**src/common/mseq_pkg.sv**
```systemverilog
// Constants for the microsequencer next-address block: widths, field
// positions in the microinstruction word, host register map, select codes.
// Assumes one 10 MHz sequencer clock shared by every user of this package.
package mseq_pkg;

   // Address and slice geometry
   localparam int SLICE_W = 4;
   localparam int N_SLICES = 3;
   localparam int ADDR_W = SLICE_W * N_SLICES;
   localparam int STACK_DEPTH = 4;
   localparam int SP_W = 2;

   // Microinstruction word layout
   localparam int WORD_W = 44;
   localparam int UNUSED_LSBS = 4;
   localparam int MODE_BIT = 43;
   localparam int SEQ_FIELD_LSB = 33;
   localparam int SEQ_FIELD_W = 3;
   localparam int POLARITY_BIT = 32;
   localparam int TEST_RESULT_BANK_BIT = 31;
   localparam int TEST_RESULT_SEL_LSB = 28;
   localparam int TEST_RESULT_SEL_W = 3;
   localparam int BRANCH_LSB = 4;

   // Host register map, byte wide, write only
   localparam logic [15:0] HOST_CMD_ADDR = 16'h3405;
   localparam logic [15:0] HOST_VEC_LO_ADDR = 16'h3406;
   localparam logic [15:0] HOST_VEC_HI_ADDR = 16'h3407;
   localparam int CMD_FORCE_BIT = 7;
   localparam int CMD_SLOW_BIT = 6;
   localparam logic [7:0] CMD_RESET = 8'h00;
   localparam logic [11:0] VECTOR_RESET = 12'h000;

   // Next-address source select codes
   typedef enum logic [1:0] {
      SRC_PC = 2'b00,
      SRC_BRANCH = 2'b01,
      SRC_STACK = 2'b10,
      SRC_VECTOR = 2'b11
   } src_sel_t;

   // Sequencer control field operations
   typedef enum logic [2:0] {
      OP_CONT = 3'b000,
      OP_JUMP = 3'b001,
      OP_CJUMP = 3'b010,
      OP_CCALL = 3'b011,
      OP_CALL = 3'b100,
      OP_RET = 3'b101,
      OP_CRET = 3'b110,
      OP_JVEC = 3'b111
   } seq_op_t;

   // Condition selector inputs, external bank (bank bit clear)
   localparam logic [2:0] CX_XREADY = 3'h0;
   localparam logic [2:0] CX_YREADY = 3'h1;
   localparam logic [2:0] CX_READY = 3'h2;
   localparam logic [2:0] CX_IFACE = 3'h3;
   localparam logic [2:0] CX_SLOW = 3'h4;
   localparam logic [2:0] CX_TRUE = 3'h5;
   // ALU bank (bank bit set)
   localparam logic [2:0] CA_ZERO = 3'h0;
   localparam logic [2:0] CA_CARRY = 3'h1;
   localparam logic [2:0] CA_NEG = 3'h2;
   localparam logic [2:0] CA_OVF = 3'h3;
   localparam logic [2:0] CA_LT = 3'h4;
   localparam logic [2:0] CA_LE = 3'h5;

endpackage

```
**src/common/seq_ctl_if.sv**
```systemverilog
// Control lines shared by the three sequencer slices.
// Driven by the control decode in the top module, read by every slice.
`timescale 1ns/1ps
interface seq_ctl_if;
   import mseq_pkg::*;
   src_sel_t src_sel;
   logic stack_hold_n;
   logic push_not_pop;
   logic pf_clear;
   logic addr_oe;

   modport ctl (output src_sel, stack_hold_n, push_not_pop, pf_clear,
      addr_oe);
   modport slice (input src_sel, stack_hold_n, push_not_pop, pf_clear,
      addr_oe);
endinterface // seq_ctl_if

```
**src/design/seq_slice.sv**
```systemverilog
// One 4-bit slice of the next-address sequencer: counter, branch latch,
// four-entry stack and source multiplexer. Cascade through carry ports.
// Assumes control lines and all data inputs come from the clk_sys domain.
`timescale 1ns/1ps
module seq_slice (
   // Clock and reset
   input wire logic clk_sys,
   input wire logic nrst,
   // Shared control lines
   seq_ctl_if.slice ctl,
   // Data paths
   input wire logic [mseq_pkg::SLICE_W-1:0] vector_in,
   input wire logic [mseq_pkg::SLICE_W-1:0] branch_field_in,
   output logic [mseq_pkg::SLICE_W-1:0] addr_out,
   // Incrementer carry chain
   input wire logic carry_in,
   output logic carry_out
);
   import mseq_pkg::*;

   typedef struct packed {
      logic [SLICE_W-1:0] next_address_counter;
      logic [SLICE_W-1:0] branch_latch;
      logic [SP_W-1:0] sp;
      logic [STACK_DEPTH-1:0][SLICE_W-1:0] stack;
   } slice_state_t;

   slice_state_t state_reg;
   slice_state_t state_next;
   logic [SLICE_W-1:0] mux_out;
   logic [SP_W-1:0] sp_up;

   // Source multiplexer
   always_comb begin
      case (ctl.src_sel) // RULE2
         SRC_PC: mux_out = state_reg.next_address_counter;
         SRC_BRANCH: mux_out = state_reg.branch_latch;
         SRC_STACK: mux_out = state_reg.stack[state_reg.sp];
         SRC_VECTOR: mux_out = vector_in;
         default: mux_out = state_reg.next_address_counter;
      endcase
   end

   // Address held at zero while the output lines are released
   assign addr_out = ctl.addr_oe ? mux_out : '0; // RULE8
   assign carry_out = carry_in & (&mux_out); // RULE5
   assign sp_up = state_reg.sp + SP_W'(1);

   // Next state of counter, branch latch and stack
   always_comb begin
      state_next = state_reg;
      // Counter loads output address plus the cascaded carry
      state_next.next_address_counter =
         mux_out + {{(SLICE_W-1){1'b0}}, carry_in}; // RULE5
      // Branch field taken straight from the ROM outputs
      state_next.branch_latch = branch_field_in; // RULE6
      if (!ctl.stack_hold_n) begin // RULE3
         if (ctl.push_not_pop) begin
            // Pointer wraps, so a fifth push overwrites the oldest entry
            state_next.sp = sp_up; // RULE22
            state_next.stack[sp_up] =
               state_reg.next_address_counter; // RULE4
         end else begin
            // Popping past empty wraps; each further pop reads the entry one below
            state_next.sp = state_reg.sp - SP_W'(1); // RULE22
         end
      end
      if (ctl.pf_clear) begin
         state_next.next_address_counter = '0; // RULE21
         state_next.sp = '0; // RULE21
      end
   end

   // State register
   always_ff @(posedge clk_sys) begin
      if (!nrst) begin
         state_reg <= '0;
      end else begin
         state_reg <= state_next;
      end
   end

endmodule // seq_slice

```
**src/design/mseq_branch_ctl.sv**
```systemverilog
// Next-address and branch control of a microprogrammed memory controller:
// three cascaded sequencer slices, control decode, condition selection,
// host command and vector registers, and the 44-bit pipeline register.
// Assumes the microcode ROM is asynchronous and sits outside this block,
// the host write strobe and ALU flags are on clk_sys, and the ready flags
// and the power-fail line are asynchronous pins.
//
// Summary of operation
// RULE1 - Three 4-bit slices cascade into one 12-bit microinstruction address.
// RULE2 - Select 00 counter, 01 branch latch, 10 stack, 11 host vector.
// RULE3 - Stack holds on enable high; else push increments, pop decrements.
// RULE4 - Four-entry return stack filled from the counter, pointer on last.
// RULE5 - Counter loads output address plus one, carry spanning all slices.
// RULE6 - Branch field latched straight from ROM outputs, not the pipeline.
// RULE7 - Host loads the vector register feeding the direct inputs.
// RULE8 - Address lines driven continuously except during power-fail reset.
// RULE9 - Control decode uses sequencer field, forced jump and test result.
// RULE10 - Command write with bit seven set forces a jump to the vector.
// RULE11 - Without forced jump, CPU mode gives continue with stack unchanged.
// RULE12 - Polarity clear branches on true condition, set branches on false.
// RULE13 - Data-ready and ready flags resynchronised before the selectors.
// RULE14 - Host slow-sweep command bit is sensed as a branch condition.
// RULE15 - Less-than is negative XOR overflow; less-or-equal adds zero.
// RULE16 - Bit 31 picks the selector bank, bits 28 to 30 the input.
// RULE17 - Pipeline register loads the fetched word on each sequencer edge.
// RULE18 - Microinstruction is 44 bits wide, lowest four bits unused.
// RULE19 - Buffer data-available and interface ready feed the selectors.
// RULE20 - Word MSB set means sequencer operation, clear means CPU operation.
// RULE21 - Power-fail reset clears counter, stack pointer and pipeline.
// RULE22 - Full-stack push overwrites oldest; empty pop gives stable address. Here a pop always decrements the pointer, which wraps.
`timescale 1ns/1ps
module mseq_branch_ctl (
   // Clock and reset
   input wire logic clk_sys,
   input wire logic nrst,
   // Power-fail line from the supply monitor, asynchronous
   input wire logic power_fail_reset,
   // Host byte write port
   input wire logic host_wr_stb,
   input wire logic [15:0] host_addr,
   input wire logic [7:0] host_data,
   // Microcode ROM
   output logic [mseq_pkg::ADDR_W-1:0] micro_addr,
   output logic micro_addr_oe,
   input wire logic [mseq_pkg::WORD_W-1:0] rom_data,
   // Pipeline register to the rest of the controller
   output logic [mseq_pkg::WORD_W-1:0] pipe_word,
   // Asynchronous condition flags
   input wire logic x_data_ready,
   input wire logic y_data_ready,
   input wire logic ready,
   // Synchronous condition flags
   input wire logic output_iface_ready,
   input wire logic alu_zero,
   input wire logic alu_carry,
   input wire logic alu_neg,
   input wire logic alu_ovf,
   // Decoded state, registered
   output logic forced_jump_flag,
   output logic slow_timebase_flag
);
   import mseq_pkg::*;

   typedef struct packed {
      logic [WORD_W-1:0] pipe;
      logic [7:0] cmd;
      logic [ADDR_W-1:0] vector;
      logic pf_sync;
      logic [1:0] xdr_sync;
      logic [1:0] ydr_sync;
      logic [1:0] rdy_sync;
      logic oe;
   } top_state_t;

   top_state_t state_reg;
   top_state_t state_next;

   seq_ctl_if ctl_bus ();

   // Decoded fields of the word on the pipeline outputs
   logic op_kind_bit;
   logic test_polarity_bit;
   logic test_result_bank;
   logic [TEST_RESULT_SEL_W-1:0] test_result_sel;
   seq_op_t seq_op;
   logic synced_x_data_ready;
   logic synced_y_data_ready;
   logic synced_ready;
   logic pf_active;
   logic [7:0] test_result_ext;
   logic [7:0] test_result_alu;
   logic test_result;
   logic take;
   logic alu_lt;
   logic alu_le;
   logic [N_SLICES:0] carry;

   // Second stages of the synchronisers are the only ones read
   assign synced_x_data_ready = state_reg.xdr_sync[1]; // RULE13
   assign synced_y_data_ready = state_reg.ydr_sync[1]; // RULE13
   assign synced_ready = state_reg.rdy_sync[1]; // RULE13
   // Enable flop is the inverted second power-fail stage
   assign pf_active = ~state_reg.oe;

   // Field decode of the current microinstruction
   assign op_kind_bit = state_reg.pipe[MODE_BIT]; // RULE20
   assign test_polarity_bit = state_reg.pipe[POLARITY_BIT];
   assign test_result_bank = state_reg.pipe[TEST_RESULT_BANK_BIT]; // RULE16
   assign test_result_sel =
      state_reg.pipe[TEST_RESULT_SEL_LSB +: TEST_RESULT_SEL_W]; // RULE16
   assign seq_op = seq_op_t'(state_reg.pipe[SEQ_FIELD_LSB +: SEQ_FIELD_W]);

   // Signed compares built from the ALU flags
   assign alu_lt = alu_neg ^ alu_ovf; // RULE15
   assign alu_le = alu_lt | alu_zero; // RULE15

   // External condition bank; unused inputs read false
   always_comb begin
      test_result_ext = 8'h00;
      test_result_ext[CX_XREADY] = synced_x_data_ready; // RULE19
      test_result_ext[CX_YREADY] = synced_y_data_ready; // RULE19
      test_result_ext[CX_READY] = synced_ready;
      test_result_ext[CX_IFACE] = output_iface_ready; // RULE19
      test_result_ext[CX_SLOW] = state_reg.cmd[CMD_SLOW_BIT]; // RULE14
      test_result_ext[CX_TRUE] = 1'b1;
   end

   // ALU condition bank
   always_comb begin
      test_result_alu = 8'h00;
      test_result_alu[CA_ZERO] = alu_zero;
      test_result_alu[CA_CARRY] = alu_carry;
      test_result_alu[CA_NEG] = alu_neg;
      test_result_alu[CA_OVF] = alu_ovf;
      test_result_alu[CA_LT] = alu_lt; // RULE15
      test_result_alu[CA_LE] = alu_le; // RULE15
   end

   // Only the bank named by the bank bit drives the test line
   assign test_result = test_result_bank ? test_result_alu[test_result_sel]
      : test_result_ext[test_result_sel]; // RULE16

   // Polarity: clear tests for true, set tests for false
   assign take = test_result ^ test_polarity_bit; // RULE12

   // Control decode standing in for the sequencer control ROM.
   // Priority: power fail, forced jump, CPU mode, then the field.
   always_comb begin
      ctl_bus.src_sel = SRC_PC;
      ctl_bus.stack_hold_n = 1'b1;
      ctl_bus.push_not_pop = 1'b0;
      ctl_bus.pf_clear = pf_active; // RULE21
      ctl_bus.addr_oe = state_reg.oe; // RULE8
      if (pf_active) begin
         ctl_bus.src_sel = SRC_PC;
      end else if (state_reg.cmd[CMD_FORCE_BIT]) begin
         ctl_bus.src_sel = SRC_VECTOR; // RULE10
      end else if (!op_kind_bit) begin
         ctl_bus.src_sel = SRC_PC; // RULE11
      end else begin
         case (seq_op) // RULE9
            OP_CONT: begin
               ctl_bus.src_sel = SRC_PC;
            end
            OP_JUMP: begin
               ctl_bus.src_sel = SRC_BRANCH;
            end
            OP_CJUMP: begin
               ctl_bus.src_sel = take ? SRC_BRANCH : SRC_PC;
            end
            OP_CCALL: begin
               if (take) begin
                  ctl_bus.src_sel = SRC_BRANCH;
                  ctl_bus.stack_hold_n = 1'b0;
                  ctl_bus.push_not_pop = 1'b1;
               end
            end
            OP_CALL: begin
               ctl_bus.src_sel = SRC_BRANCH;
               ctl_bus.stack_hold_n = 1'b0;
               ctl_bus.push_not_pop = 1'b1;
            end
            OP_RET: begin
               ctl_bus.src_sel = SRC_STACK;
               ctl_bus.stack_hold_n = 1'b0;
            end
            OP_CRET: begin
               if (take) begin
                  ctl_bus.src_sel = SRC_STACK;
                  ctl_bus.stack_hold_n = 1'b0;
               end
            end
            OP_JVEC: begin
               ctl_bus.src_sel = SRC_VECTOR;
            end
            default: begin
               ctl_bus.src_sel = SRC_PC;
            end
         endcase
      end
   end

   // Three slices, low slice first; carry in of one makes the increment
   assign carry[0] = 1'b1; // RULE5
   genvar gi;
   generate
      for (gi = 0; gi < N_SLICES; gi = gi + 1) begin : g_slice // RULE1
         seq_slice u_slice (
            .clk_sys(clk_sys),
            .nrst(nrst),
            .ctl(ctl_bus),
            .vector_in(state_reg.vector[gi*SLICE_W +: SLICE_W]), // RULE7
            .branch_field_in(
               rom_data[BRANCH_LSB + gi*SLICE_W +: SLICE_W]), // RULE6
            .addr_out(micro_addr[gi*SLICE_W +: SLICE_W]),
            .carry_in(carry[gi]),
            .carry_out(carry[gi+1])
         );
      end
   endgenerate

   // Next state of host registers, synchronisers and pipeline
   always_comb begin
      state_next = state_reg;
      // Two-stage synchronisers for pins from outside clk_sys
      state_next.pf_sync = power_fail_reset;
      state_next.xdr_sync = {state_reg.xdr_sync[0], x_data_ready};
      state_next.ydr_sync = {state_reg.ydr_sync[0], y_data_ready};
      state_next.rdy_sync = {state_reg.rdy_sync[0], ready};
      // Second power-fail stage, held inverted as the address enable
      state_next.oe = ~state_reg.pf_sync; // RULE8
      // Host writes; the command byte stays until rewritten by the host
      if (host_wr_stb) begin
         case (host_addr)
            HOST_CMD_ADDR: begin
               state_next.cmd = host_data; // RULE10
            end
            HOST_VEC_LO_ADDR: begin
               state_next.vector[7:0] = host_data; // RULE7
            end
            HOST_VEC_HI_ADDR: begin
               state_next.vector[ADDR_W-1:8] =
                  host_data[ADDR_W-9:0]; // RULE7
            end
            default: begin
               state_next.cmd = state_reg.cmd;
            end
         endcase
      end
      // Pipeline takes the fetched word on every sequencer edge outside power fail
      state_next.pipe = {rom_data[WORD_W-1:UNUSED_LSBS],
         {UNUSED_LSBS{1'b0}}}; // RULE17 RULE18
      if (pf_active) begin
         state_next.pipe = '0; // RULE21
      end
   end

   // State register; no async path, reset is synchronous
   always_ff @(posedge clk_sys) begin
      if (!nrst) begin
         state_reg <= '0;
         state_reg.cmd <= CMD_RESET;
         state_reg.vector <= VECTOR_RESET;
         // Lines stay driven in reset; only power fail releases them
         state_reg.oe <= 1'b1; // RULE8
      end else begin
         state_reg <= state_next;
      end
   end

   // Outputs from flip-flops, except the mux address which must be live
   assign pipe_word = state_reg.pipe;
   assign micro_addr_oe = state_reg.oe;
   assign forced_jump_flag = state_reg.cmd[CMD_FORCE_BIT];
   assign slow_timebase_flag = state_reg.cmd[CMD_SLOW_BIT];

endmodule // mseq_branch_ctl

```
**config.mk**
```make
export PLATFORM = sky130hd
export DESIGN_NAME = mseq_branch_ctl
export DESIGN_NICKNAME = d
export VERILOG_FILES = /design/src/common/mseq_pkg.sv /design/src/common/seq_ctl_if.sv /design/src/design/seq_slice.sv /design/src/design/mseq_branch_ctl.sv
export SDC_FILE = /design/constraint.sdc
export NUM_CORES = 1
export LEC_CHECK = 0
export BUFFER_PORTS_ARGS = -buffer_cell sky130_fd_sc_hd__buf_2
export CAP_MARGIN = 20
export CORE_ASPECT_RATIO = 0.9
export CORE_MARGIN = 4
export CORE_UTILIZATION = 45
export DETAILED_ROUTE_END_ITERATION = 6
export PLACE_DENSITY = 0.68
export SKIP_CTS_REPAIR_TIMING = 1
export SLEW_MARGIN = 20
export SYNTH_ARGS = -nofsm -noshare
export SYNTH_HDL_FRONTEND = slang
export SYNTH_SLANG_ARGS = --single-unit
```
**constraint.sdc**
```tcl
create_clock -name clk_sys -period 4.8 [get_ports clk_sys]
set_input_delay 0.96 -clock clk_sys [delete_from_list [all_inputs] [get_ports clk_sys]]
set_output_delay 0.96 -clock clk_sys [all_outputs]
set_load 0.005 [all_outputs]
```
# == After elaboration in Yosys (flattened, before gate mapping) ==
# Cells that the tools add are included.
# word_totals
regBits,150
inputBits,80
out_inout_bits,59
wordCells,130
# op_classes
add_sub_neg,9
magnitude_cmp,10
n_eq_ne,13
muxes,45
bitwise_logic,6
n_reduce_logical,16
# ops
operator,n
$bwmux 16,3
$eq 16x14->1 const B,3
$pmux 4 s4,3
$mux 4,9
$bmux 4 s2,3
$demux 4 s2,3
$lt 2x3->1 const B,6
$mux 2,7
$eq 3x3->1 const B,4
$mux 1,12
$pmux 2 s6,1
$reduce_and 2->1,5
$add 4x1->4,2
$reduce_and 4->1,2
$reduce_or 2->1,4
$add 2x1->2 const B,3
$bmux 1 s3,2
$eq 3x2->1 const B,2
$ge 2x1->1 const B,3
$sub 2x1->2 const B,3
$add 4x1->4 const B,1
$eq 2x2->1 const B,2
$lt 3x4->1 const B,1
$pmux 1 s2,2
9 further kinds,13

# == Logic depth before layout (Yosys ltp) ==
# Gate-level depths: netlist of the first run.
# logic_depth
ltp_word,16
ltp_mapped,16

# == Hierarchy ==
# A second synthesis of the first run with hierarchy kept.
# unflattened
cells_unflattened,684
area_unflattened_um2,6498.7
# by_module_without_submodules
module,n_inst,cells_each,area_each_um2
seq_slice at g_slice[1].u_slice ...,2,142,1307.5
mseq_branch_ctl,1,256,2519.9
seq_slice at g_slice[0].u_slice,1,144,1363.8

# == Least setup slack after synthesis of the first run ==
# OpenSTA, ideal clock, no wires.
# synth_timing
path_type,input-to-reg
start,in alu_ovf
end,reg g_slice[2].u_slice.state_reg[25] (netlist name)
arrival_ns,3.946
t_required_ns,4.680
path_slack_ns,0.734
cell_stages,15
path_buffers,0
cell_sequence,mux4_2 nand2b_4 and4_4 nor3_4 a31o_4 nor4_2 nor2_1 ha_1 and3_1 nor4b_2 ha_1 o21ai_0 o21ba_1 nand3_1 nor3b_2
# synth_between
elab_chain_len,16
elab_cells_between_ends,23
cone_classes,add/sub (1); eq/ne (3); mux (12); bitwise (4); reduce/logical (3)
# synth_lines
element,line,source
start: declaration,mseq_branch_ctl.sv:57,"input wire logic alu_ovf,"
$xor 1x1->1,mseq_branch_ctl.sv:114,assign alu_lt = alu_neg ^ alu_ovf;
$or 1x1->1,mseq_branch_ctl.sv:115,assign alu_le = alu_lt | alu_zero;
$bmux 1 s3 *,mseq_branch_ctl.sv:140,assign test_result = test_result_bank ? test_result_alu[test_result_sel]
$mux 1 (implied by the code) *,mseq_branch_ctl.sv:140,
$mux 1 *,mseq_branch_ctl.sv:140,
$xor 1x1->1 *,mseq_branch_ctl.sv:144,assign take = test_result ^ test_polarity_bit;
$mux 1 / $mux 2 (equally long branches),"mseq_branch_ctl.sv:169, mseq_branch_ctl.sv:172, mseq_branch_ctl.sv:188",
$pmux 2 s6 *,mseq_branch_ctl.sv:161,case (seq_op)
$mux 2 *,mseq_branch_ctl.sv:158,end else if (!op_kind_bit) begin
$mux 2 *,mseq_branch_ctl.sv:156,end else if (state_reg.cmd[CMD_FORCE_BIT]) begin
$mux 2 *,mseq_branch_ctl.sv:154,if (pf_active) begin
$eq 2x2->1 (tied with other cells),seq_slice.sv:35,case (ctl.src_sel)
$pmux 4 s4,seq_slice.sv:35,
$reduce_and 4->1,seq_slice.sv:46,assign carry_out = carry_in & (&mux_out);
$and 1x1->1,seq_slice.sv:46,
$add 4x1->4 *,seq_slice.sv:54,"mux_out + {{(SLICE_W-1){1'b0}}, carry_in};"
end signal: assignment,seq_slice.sv:79,state_reg <= state_next;
end: declaration,seq_slice.sv:28,slice_state_t state_reg;
# Every way passes the cells marked *; elsewhere a longest branch is shown, timed or not. The select of a mux whose other input is x is not followed.
# A chain may end at the register's enable or synchronous reset.

# == Worst setup path in the final report of the first run ==
# layout_timing
start,in alu_ovf
end,out micro_addr[10] (netlist name)
# layout_between
elab_chain_len,14
elab_cells_between_ends,18
cone_classes,eq/ne (3); mux (11); bitwise (3); reduce/logical (1)
# layout_lines
element,line,source
$xor 1x1->1,mseq_branch_ctl.sv:114,
$or 1x1->1,mseq_branch_ctl.sv:115,
$bmux 1 s3 *,mseq_branch_ctl.sv:140,
$mux 1 (implied by the code) *,mseq_branch_ctl.sv:140,
$mux 1 *,mseq_branch_ctl.sv:140,
$xor 1x1->1 *,mseq_branch_ctl.sv:144,
$mux 1 / $mux 2 (equally long branches),"mseq_branch_ctl.sv:169, mseq_branch_ctl.sv:172, mseq_branch_ctl.sv:188",
$pmux 2 s6 *,mseq_branch_ctl.sv:161,
$mux 2 *,mseq_branch_ctl.sv:158,
$mux 2 *,mseq_branch_ctl.sv:156,
$mux 2 *,mseq_branch_ctl.sv:154,
$eq 2x2->1 (tied with other cells),seq_slice.sv:35,
$pmux 4 s4 *,seq_slice.sv:35,
$mux 4 *,seq_slice.sv:45,assign addr_out = ctl.addr_oe ? mux_out : '0;
end: declaration,mseq_branch_ctl.sv:43,"output logic [mseq_pkg::ADDR_W-1:0] micro_addr,"
# Marks and branches as above.

==> results of run 1 <==
-- area by class of cell --
cell class                      count  area, sq um  area share
Sequential cell                   140         2804      0.3617
Multi-Input combinational cell    464         3336      0.4303
Clock buffer                       18        429.2     0.05536
Clock inverter                     14        217.7     0.02808
Inverter                            9        33.78    0.004358
Timing Repair Buffer              135        690.7     0.08909
Tap cell                          193        241.5     0.03115
-- critical path, cell delays in order --
cell      delay [ns]
buf_2           0.11
mux4_2          0.46
nand2b_4        0.19
and4_4          0.20
nor3_4          0.50
a211oi_4        0.19
a221o_1         0.44
mux2i_2         0.22
nor2_1          0.10
buf_2           0.16
-- power by group through the flow --
stage	clock network [mW]	registers (mW)	logic (mW)
after CTS	1.46	1.23	0.223
after floorplan	0	1.24	0.162
final	1.45	1.23	0.222
after global routing	1.51	1.23	0.247
after detailed placement	0	1.25	0.221
after global placement	0	1.25	0.214
-- routing by layer --
layer  track usage  wire length (microns)  vias to the layer above
li1              -                      -                     2524
met1        0.2542                   6969                     2474
met2        0.3396                   7968                      166
met3       0.04801                    954                       29
met4       0.07242                    349                        0
met5             0                      0                        -
-- kinds of logic after synthesis --
group,count (synthesis),synth area share
other,1,0.0005667
AO/OA/AOI/OAI,111,0.1463
XOR/XNOR,12,0.01588
AND/OR/NAND/NOR,286,0.2297
adder cells (fa/ha/maj),17,0.03214
multiplexers,34,0.07657
flip-flops,140,0.4235
buffers and inverters,88,0.07525
-- path summary, 6_finish.rpt --
| path | slack [ns] | cells past startpoint | from | endpoint |
|---|---|---|---|---|
| setup / recovery | 0.30 | 10 | alu_ovf | micro_addr[10] |
| hold / removal | 0.37 | 1 | state_reg[7] | micro_addr_oe |
| setup reg to reg | 0.71 | 15 | pipe_word[29] | g_slice[2].u_slice.state_reg[25] |
| hold reg to reg | 0.37 | 1 | state_reg[7] | micro_addr_oe |
-- stage by stage --
stage	setup WS [ns]	utilization	power, mW
CTS	0.2968	0.5454	2.914
detailed placement	0.2057	0.4999	1.474
global route	0.1710	0.5456	2.988
finish	0.3045	0.5456	2.896
global placement	0.3177	0.4999	1.466
floorplan	0.7339	-	1.403
-- placed cells by master, fill, tap and decap left out, types with 5 or more instances in the layout --
cell	synthesis	final
buf_2	2	129
nand3_1	52	52
nand2_1	77	77
bufinv_16	0	5
a21boi_0	48	48
mux4_2	13	13
nor2b_1	15	15
nand2b_1	7	7
xnor2_1	9	9
mux2i_1	20	20
clkbuf_16	0	17
a21oi_1	6	6
ha_1	17	17
inv_1	9	9
o21ai_0	8	8
and3_1	46	46
buf_4	44	6
nor2_1	33	33
dfxtp_1	140	139
and2_1	30	30
a211oi_1	6	6
==> results.sh, run 1 <==
export IMPL_cp_arrival_ns=3.54
export IMPL_yosys_register_bits=140
export IMPL_p_sw_uw=668.9
export IMPL_max_slew_margin_rel=0.4951
export IMPL_antenna_left=0
export IMPL_synthTopCellsByCount="dfxtp_1, nand2_1, nand3_1"
export IMPL_avgSynthCellArea_sq_um=9.605
export IMPL_placed_cells_incl_taps=941
export IMPL_vias=5193
export IMPL_final_cell_area_sq_um=7752
export IMPL_die_h_microns=123.0
export IMPL_first_iter_violations=355
export IMPL_finClkSkew_ns=0.006910
export IMPL_fmax_ghz=0.2224
export IMPL_start_kind="primary input"
export IMPL_power_frac_seq=0.424
export IMPL_area_growth_syn_to_layout_pct=17.15
export IMPL_synthArstFlopShare=0
export IMPL_nets=864
export IMPL_setup_viol=0
export IMPL_die_w_microns=135.8
export IMPL_rows=41
export IMPL_holdWs_ns=0.3718
export IMPL_cts_buffers=17
export IMPL_dp_final_hpwl_microns=11720
export IMPL_clock_power_share=0.500
export IMPL_fin_crit_ns=4.496
export IMPL_worst_ep_required_time_ns=3.84
export IMPL_drive_above_1_share=0.2654
export IMPL_place_area_sq_um=7103
export IMPL_p_per_area_nw_per_um2=373.6
export IMPL_drtPass1Iterations=5
export IMPL_overflow=0
export IMPL_vias_per_cell=5.337
export IMPL_fin_crit_sh=0.9366
export IMPL_clkTransAtPathRegs_ns=0.06
export IMPL_fin_tns_setup_ns=0
export IMPL_core_area_sq_um=14210
export IMPL_synth_most_common_cell="dfxtp_1"
export IMPL_slew_viol_final=0
export IMPL_clockBufferDepth=2
export IMPL_wl_microns=16240
export IMPL_yosys_warnings=0
export IMPL_largest_reg_flops=78
export IMPL_grt_pass1_wl_microns=26350
export IMPL_num_fill_cells=1293
export IMPL_clock_latency_ns=0.42
export IMPL_max_cap_viol_count=0
export IMPL_first_global_vias=5255
export IMPL_netlist_area_sq_um=6618
export IMPL_synth_main_ff_cell="dfxtp_1"
export IMPL_combPwrFrac=0.077
export IMPL_synth_edf_count=0
export IMPL_end_kind="output port"
export IMPL_wl_per_cell_microns=16.69
export IMPL_total_leakage_power_nw=3.143
export IMPL_rsz0062_at_grt="false"
export IMPL_path_max_fanout=10
export IMPL_critPathKind="primary input to output port"
export IMPL_initial_core_util=0.4657
export IMPL_drc=0
export IMPL_pin_count=139
export IMPL_swShare=0.2310
export IMPL_yosys_top_cells_area="dfxtp_1, a21boi_0, buf_4"
export IMPL_routabilityCongestion=0.8500
export IMPL_cts_sinks=140
export IMPL_synthCells=689
export IMPL_hold_viol_final=0
export IMPL_fin_cells=973
export IMPL_cts_tree="done"
export IMPL_synth_cell_types=66
export IMPL_worst_pin_slew_ns=0.7563
export IMPL_antenna_found_initial=0
export IMPL_root_buffer="clkbuf_16"
export IMPL_htree_levels=4
export IMPL_hold_path_class="flip-flop to flip-flop"
export IMPL_yosysTopAreaCell="dfxtp_1"
export IMPL_status="complete, no violations"
export IMPL_grt_use_total=0.2016
export IMPL_antenna_cells=0
export IMPL_grt_max_degree=88
export IMPL_p_int_mw=2.227
export IMPL_die_area_sq_um=16710
export IMPL_io_buffers=130
export IMPL_yosysSeqAreaShare=0.4235
export IMPL_vdd_drop_max_mv=0.2441
export IMPL_netlist_area_leader_share=0.4235
(Power assumes the default switching activity.)
==> inputs of run 2 (changes only) <==
==> constraint.sdc (replaced) <==
create_clock -name clk_sys -period 4.8 [get_ports clk_sys]
set_input_delay 0.48 -clock clk_sys [delete_from_list [all_inputs] [get_ports clk_sys]]
set_output_delay 0.48 -clock clk_sys [all_outputs]
set_load 0.005 [all_outputs]
==> run 2 against run 1 <==
Against the previous run: register-to-register slack gained 0.05 ns; clock power shrank 7%; flip-flop and latch count is the same; largest power group unchanged; critical path depth grew 5; die area is the same; largest cell class unchanged.
==> results.sh, run 2 (synthesized netlist as in run 1, its figures left out) <==
export IMPL_status="complete, no violations"
export IMPL_die_w_microns=135.8
export IMPL_clock_latency_ns=0.42
export IMPL_end_kind="flip-flop"
export IMPL_max_cap_viol_count=0
export IMPL_cts_sinks=140
export IMPL_p_int_mw=2.132
export IMPL_wl_per_cell_microns=16.40
export IMPL_drtPass1Iterations=5
export IMPL_cts_tree="done"
export IMPL_rows=41
export IMPL_die_area_sq_um=16710
export IMPL_fmax_ghz=0.2476
export IMPL_placed_cells_incl_taps=941
export IMPL_largest_reg_flops=78
export IMPL_setup_viol=0
export IMPL_area_growth_syn_to_layout_pct=16.62
export IMPL_p_per_area_nw_per_um2=362.5
export IMPL_total_leakage_power_nw=3.125
export IMPL_hold_path_class="primary input to flip-flop"
export IMPL_p_sw_uw=666.3
export IMPL_drive_above_1_share=0.2654
export IMPL_dp_final_hpwl_microns=11830
export IMPL_holdWs_ns=0.2693
export IMPL_wl_met1_microns=6967
export IMPL_overflow=0
export IMPL_vdd_drop_max_mv=0.3070
export IMPL_path_max_fanout=10
export IMPL_die_h_microns=123.0
export IMPL_worst_pin_slew_ns=1.000
export IMPL_max_slew_margin_rel=0.3333
export IMPL_power_frac_seq=0.439
export IMPL_drc=0
export IMPL_top_layer_used="met4"
export IMPL_root_buffer="clkbuf_16"
export IMPL_vias=5144
export IMPL_antenna_found_initial=0
export IMPL_finClkSkew_ns=0.005450
export IMPL_fin_cells=973
export IMPL_final_common_cell="dfxtp_1"
export IMPL_finalWorstSetupSlack_ns=0.7609
export IMPL_combPwrFrac=0.079
export IMPL_cts_buffers=17
export IMPL_hold_viol_final=0
export IMPL_critPathBufInv=0
export IMPL_place_ws_ns=0.7146
export IMPL_pin_count=139
export IMPL_first_iter_violations=266
export IMPL_slowest_stage="mux4_2"
export IMPL_fin_crit_sh=0.8415
export IMPL_clkTransAtPathRegs_ns=0.06
export IMPL_routabilityCongestion=0.8446
export IMPL_cp_top_family="simple AND/OR/NAND/NOR gates"
export IMPL_htree_levels=4
export IMPL_worstPathCellList="mux4_2 -> nand2b_4 -> and4_4 -> nor3_4 -> a31o_4 -> nor4_2 -> nor2_1 -> ha_1 -> and3_1 -> nor4b_2 -> ha_1 -> o21ai_0 -> o21ba_1 -> nand3_1 -> nor3b_2"
export IMPL_critPathKind="flip-flop to flip-flop"
export IMPL_slowest_delay_ns=0.53
export IMPL_multi_input_area_sq_um=3336
export IMPL_wl_microns=15960
export IMPL_nets=864
export IMPL_num_fill_cells=1294
export IMPL_place_area_sq_um=7103
export IMPL_clockBufferDepth=2
export IMPL_crit_top_cell="ha_1"
export IMPL_slew_viol_final=0
export IMPL_grt_pass1_wl_microns=26210
export IMPL_cp_arrival_ns=4.33
export IMPL_grt_max_degree=128
export IMPL_start_kind="flip-flop"
export IMPL_worst_ep_required_time_ns=5.09
export IMPL_rsz0062_at_grt="false"
export IMPL_layout_common_cells="dfxtp_1, buf_2, nand2_1"
export IMPL_antenna_cells=0
export IMPL_grt_use_total=0.2009
export IMPL_wl_met3_microns=825
export IMPL_total_power_mw=2.798
export IMPL_swShare=0.2382
export IMPL_final_core_util=0.5431
export IMPL_seq_area_sq_um=2804
export IMPL_first_global_vias=5236
export IMPL_wl_met2_microns=7888
export IMPL_clock_power_share=0.482
export IMPL_io_buffers=130
export IMPL_initial_core_util=0.4657
export IMPL_core_area_sq_um=14210
export IMPL_fin_tns_setup_ns=0
export IMPL_fin_crit_ns=4.039
export IMPL_vias_per_cell=5.287
export IMPL_final_cell_area_sq_um=7717
export IMPL_antenna_left=0
==> run 2: cell count changes in the layout (fill, tap and decap cells not counted), sizes merged <==
cell / before / now
inv: 11 / 14
bufinv: 5 / 3
clkinv: 4 / 3
==> run 2: per-layer routing <==
metal / track usage / vias to the layer above
li1: - / 2520
met1: 0.2468 / 2494
met2: 0.3498 / 114
met3: 0.04434 / 16
met4: 0.06990 / 0
met5: 0 / -
==> run 2: path summary, 6_finish.rpt <==
| check | from | to | slack, ns | cells past startpoint |
|---|---|---|---|---|
| setup / recovery | pipe_word[29] | g_slice[2].u_slice.state_reg[25] | 0.76 | 15 |
| hold / removal | x_data_ready | state_next[6] | 0.27 | 2 |
| setup reg to reg | pipe_word[29] | g_slice[2].u_slice.state_reg[25] | 0.76 | 15 |
| hold reg to reg | state_reg[7] | micro_addr_oe | 0.37 | 1 |
==> run 2: power by group through the flow <==
| stage | clock network [mW] | registers [mW] | logic, mW |
|---|---|---|---|
| detailed placement | 0 | 1.25 | 0.221 |
| global route | 1.43 | 1.23 | 0.245 |
| finish | 1.35 | 1.23 | 0.221 |
| global placement | 0 | 1.25 | 0.214 |
| CTS | 1.38 | 1.23 | 0.222 |
| floorplan | 0 | 1.24 | 0.162 |
==> run 2: cell type report <==
| type | instances | share of cell area |
|---|---|---|
| clock inverters | 14 | 0.02399 |
| well taps | 193 | 0.03129 |
| flip-flops and latches | 140 | 0.3633 |
| multi-input cells | 464 | 0.4322 |
| repair buffers | 135 | 0.08917 |
| inverters | 9 | 0.004377 |
| clock buffers | 18 | 0.05561 |
==> inputs of run 3 (changes only) <==
PLACE_DENSITY = 0.7   (was 0.68)
clock period = 3.31 ns   (was 4.8 ns; I/O delays follow)
==> run 3 against run 2 <==
Against the previous run: the run now ends with setup timing left; clock power grew 43%; die area is the same; final cell count grew 8.0%; worst setup slack lost 1.2 ns; combinational power grew 100%; sequential share of layout area shrank 3.7 points; fmax grew 8.1%; via count grew 8.0%; sequential power grew 45%; first-iteration DRC count grew 39%; non-clock buffer count grew 77.
==> results.sh, run 3 (synthesized netlist as in run 1, its figures left out) <==
export IMPL_clockBufferDepth=2
export IMPL_cp_arrival_ns=4.02
export IMPL_r2r_slack_ns=-0.43
export IMPL_r2r_start="pipe_word[29]"
export IMPL_overflow=0
export IMPL_first_iter_violations=371
export IMPL_total_leakage_power_nw=3.550
export IMPL_root_buffer="clkbuf_16"
export IMPL_fmax_ghz=0.2677
export IMPL_hold_viol_final=0
export IMPL_power_frac_seq=0.428
export IMPL_drc=0
export IMPL_die_area_sq_um=16710
export IMPL_clock_latency_ns=0.42
export IMPL_antenna_found_initial=0
export IMPL_final_common_cell="dfxtp_1"
export IMPL_drive_above_1_share=0.3800
export IMPL_cts_buffers=17
export IMPL_combPwrFrac=0.106
export IMPL_max_cap_viol_count=0
export IMPL_rsz0062_at_grt="true"
export IMPL_io_buffers=130
export IMPL_core_area_sq_um=14210
export IMPL_hold_path_class="primary input to flip-flop"
export IMPL_end_kind="flip-flop"
export IMPL_cts_sinks=140
export IMPL_worstHoldStart="y_data_ready"
export IMPL_critPathKind="flip-flop to flip-flop"
export IMPL_cp_top_family="compound AO/OA/AOI/OAI gates"
export IMPL_routabilityCongestion=0.8883
export IMPL_placed_cells_incl_taps=986
export IMPL_slew_viol_final=0
export IMPL_area_growth_syn_to_layout_pct=30.10
export IMPL_antenna_left=0
export IMPL_rows=41
export IMPL_whs_path_depth=2
export IMPL_grt_max_degree=128
export IMPL_finalWorstSetupSlack_ns=-0.4261
export IMPL_first_global_vias=5556
export IMPL_p_sw_uw=978.8
export IMPL_slowest_delay_ns=0.49
export IMPL_antenna_cells=0
export IMPL_holdPathEnd="state_next[4]"
export IMPL_vias=5556
export IMPL_wl_per_cell_microns=16.81
export IMPL_clock_power_share=0.466
export IMPL_largest_reg_flops=78
export IMPL_start_kind="flip-flop"
export IMPL_dp_final_hpwl_microns=12100
export IMPL_drtPass1Iterations=5
export IMPL_pin_count=139
export IMPL_clkTransAtPathRegs_ns=0.06
export IMPL_status="finished with violations"
export IMPL_finClkSkew_ns=0.007941
export IMPL_max_slew_margin_rel=0.3347
export IMPL_initial_core_util=0.4657
export IMPL_rr_worst_depth=16
export IMPL_p_per_area_nw_per_um2=482.3
export IMPL_cts_tree="done"
export IMPL_place_area_sq_um=7508
export IMPL_fin_crit_ns=3.736
export IMPL_fin_cells=1051
export IMPL_layout_common_cells="dfxtp_1, buf_2, nand2_1"
export IMPL_htree_levels=4
export IMPL_setup_viol=20
export IMPL_worstPathCellList="mux4_2 -> nand2b_4 -> a311oi_4 -> nor3_4 -> buf_6 -> a211oi_4 -> buf_4 -> a21oi_2 -> a31oi_4 -> nand2_2 -> nor4b_4 -> ha_2 -> o21ai_1 -> o21ba_1 -> nand3_1 -> nor3b_2"
export IMPL_worst_pin_slew_ns=0.9980
export IMPL_worst_ep_required_time_ns=3.60
export IMPL_die_h_microns=123.0
export IMPL_final_cell_area_sq_um=8610
export IMPL_grt_pass1_wl_microns=27120
export IMPL_rr_endpoint="g_slice[2].u_slice.state_reg[25]"
export IMPL_vias_per_cell=5.286
export IMPL_vdd_drop_max_mv=0.4060
export IMPL_die_w_microns=135.8
export IMPL_path_max_fanout=5
export IMPL_swShare=0.2357
export IMPL_wl_microns=17660
export IMPL_critPathBufInv=2
export IMPL_holdWs_ns=0.1107
export IMPL_fin_crit_sh=1.129
export IMPL_slowest_stage="mux4_2"
export IMPL_grt_use_total=0.2070
export IMPL_nets=942
export IMPL_violations="setup timing"
export IMPL_p_int_mw=3.174
-- run 3: per-layer routing --
| metal | GRT usage | vias to the layer above | part of all wire |
|---|---|---|---|
| li1 | - | 2681 | - |
| met1 | 0.2492 | 2701 | 0.42 |
| met4 | 0.06675 | 0 | 0.016 |
| met5 | 0 | - | 0 |
| met3 | 0.04882 | 27 | 0.053 |
| met2 | 0.3669 | 147 | 0.51 |
-- run 3: metrics by stage --
stage	power, mW	utilization	TNS, ns	setup WS (ns)
after floorplan	2.038	-	-0.2392	-0.1079
final	4.152	0.6059	-5.640	-0.4261
after CTS	4.101	0.5711	-6.122	-0.5360
after detailed placement	2.188	0.5284	-2.502	-0.4235
after global routing	4.296	0.6059	-7.948	-0.5608
after global placement	2.177	0.5284	-2.274	-0.3790
-- run 3: area by class of cell --
type	instances	area [sq um]
clock buffer	22	494.2
clock inverter	10	112.6
sequential	140	2809
timing repair buffer	212	1344
inverter	9	33.78
fill	1183	5600
multi-input combinational	465	3575
tap	193	241.5
-- run 3: worst max-delay path by stage --
stage | start | end | slack [ns] | depth (start not counted)
after global routing | pipe_word[29] | g_slice[2].u_slice.state_reg[25] | -0.56 | 16
after floorplan | pipe_word[29] | g_slice[2].u_slice.state_reg[25] | -0.11 | 15
after global placement | alu_neg | g_slice[2].u_slice.state_reg[25] | -0.38 | 17
final | pipe_word[29] | g_slice[2].u_slice.state_reg[25] | -0.43 | 16
after CTS | pipe_word[28] | micro_addr[11] | -0.54 | 12
after detailed placement | alu_neg | g_slice[2].u_slice.state_reg[25] | -0.42 | 17
-- run 3: power by group through the flow --
stage	Sequential, mW	Clock, mW	Combinational [mW]
finish	1.78	1.93	0.442
global route	1.78	2.03	0.480
CTS	1.77	1.95	0.380
detailed placement	1.81	0	0.377
global placement	1.81	0	0.368
floorplan	1.80	0	0.239
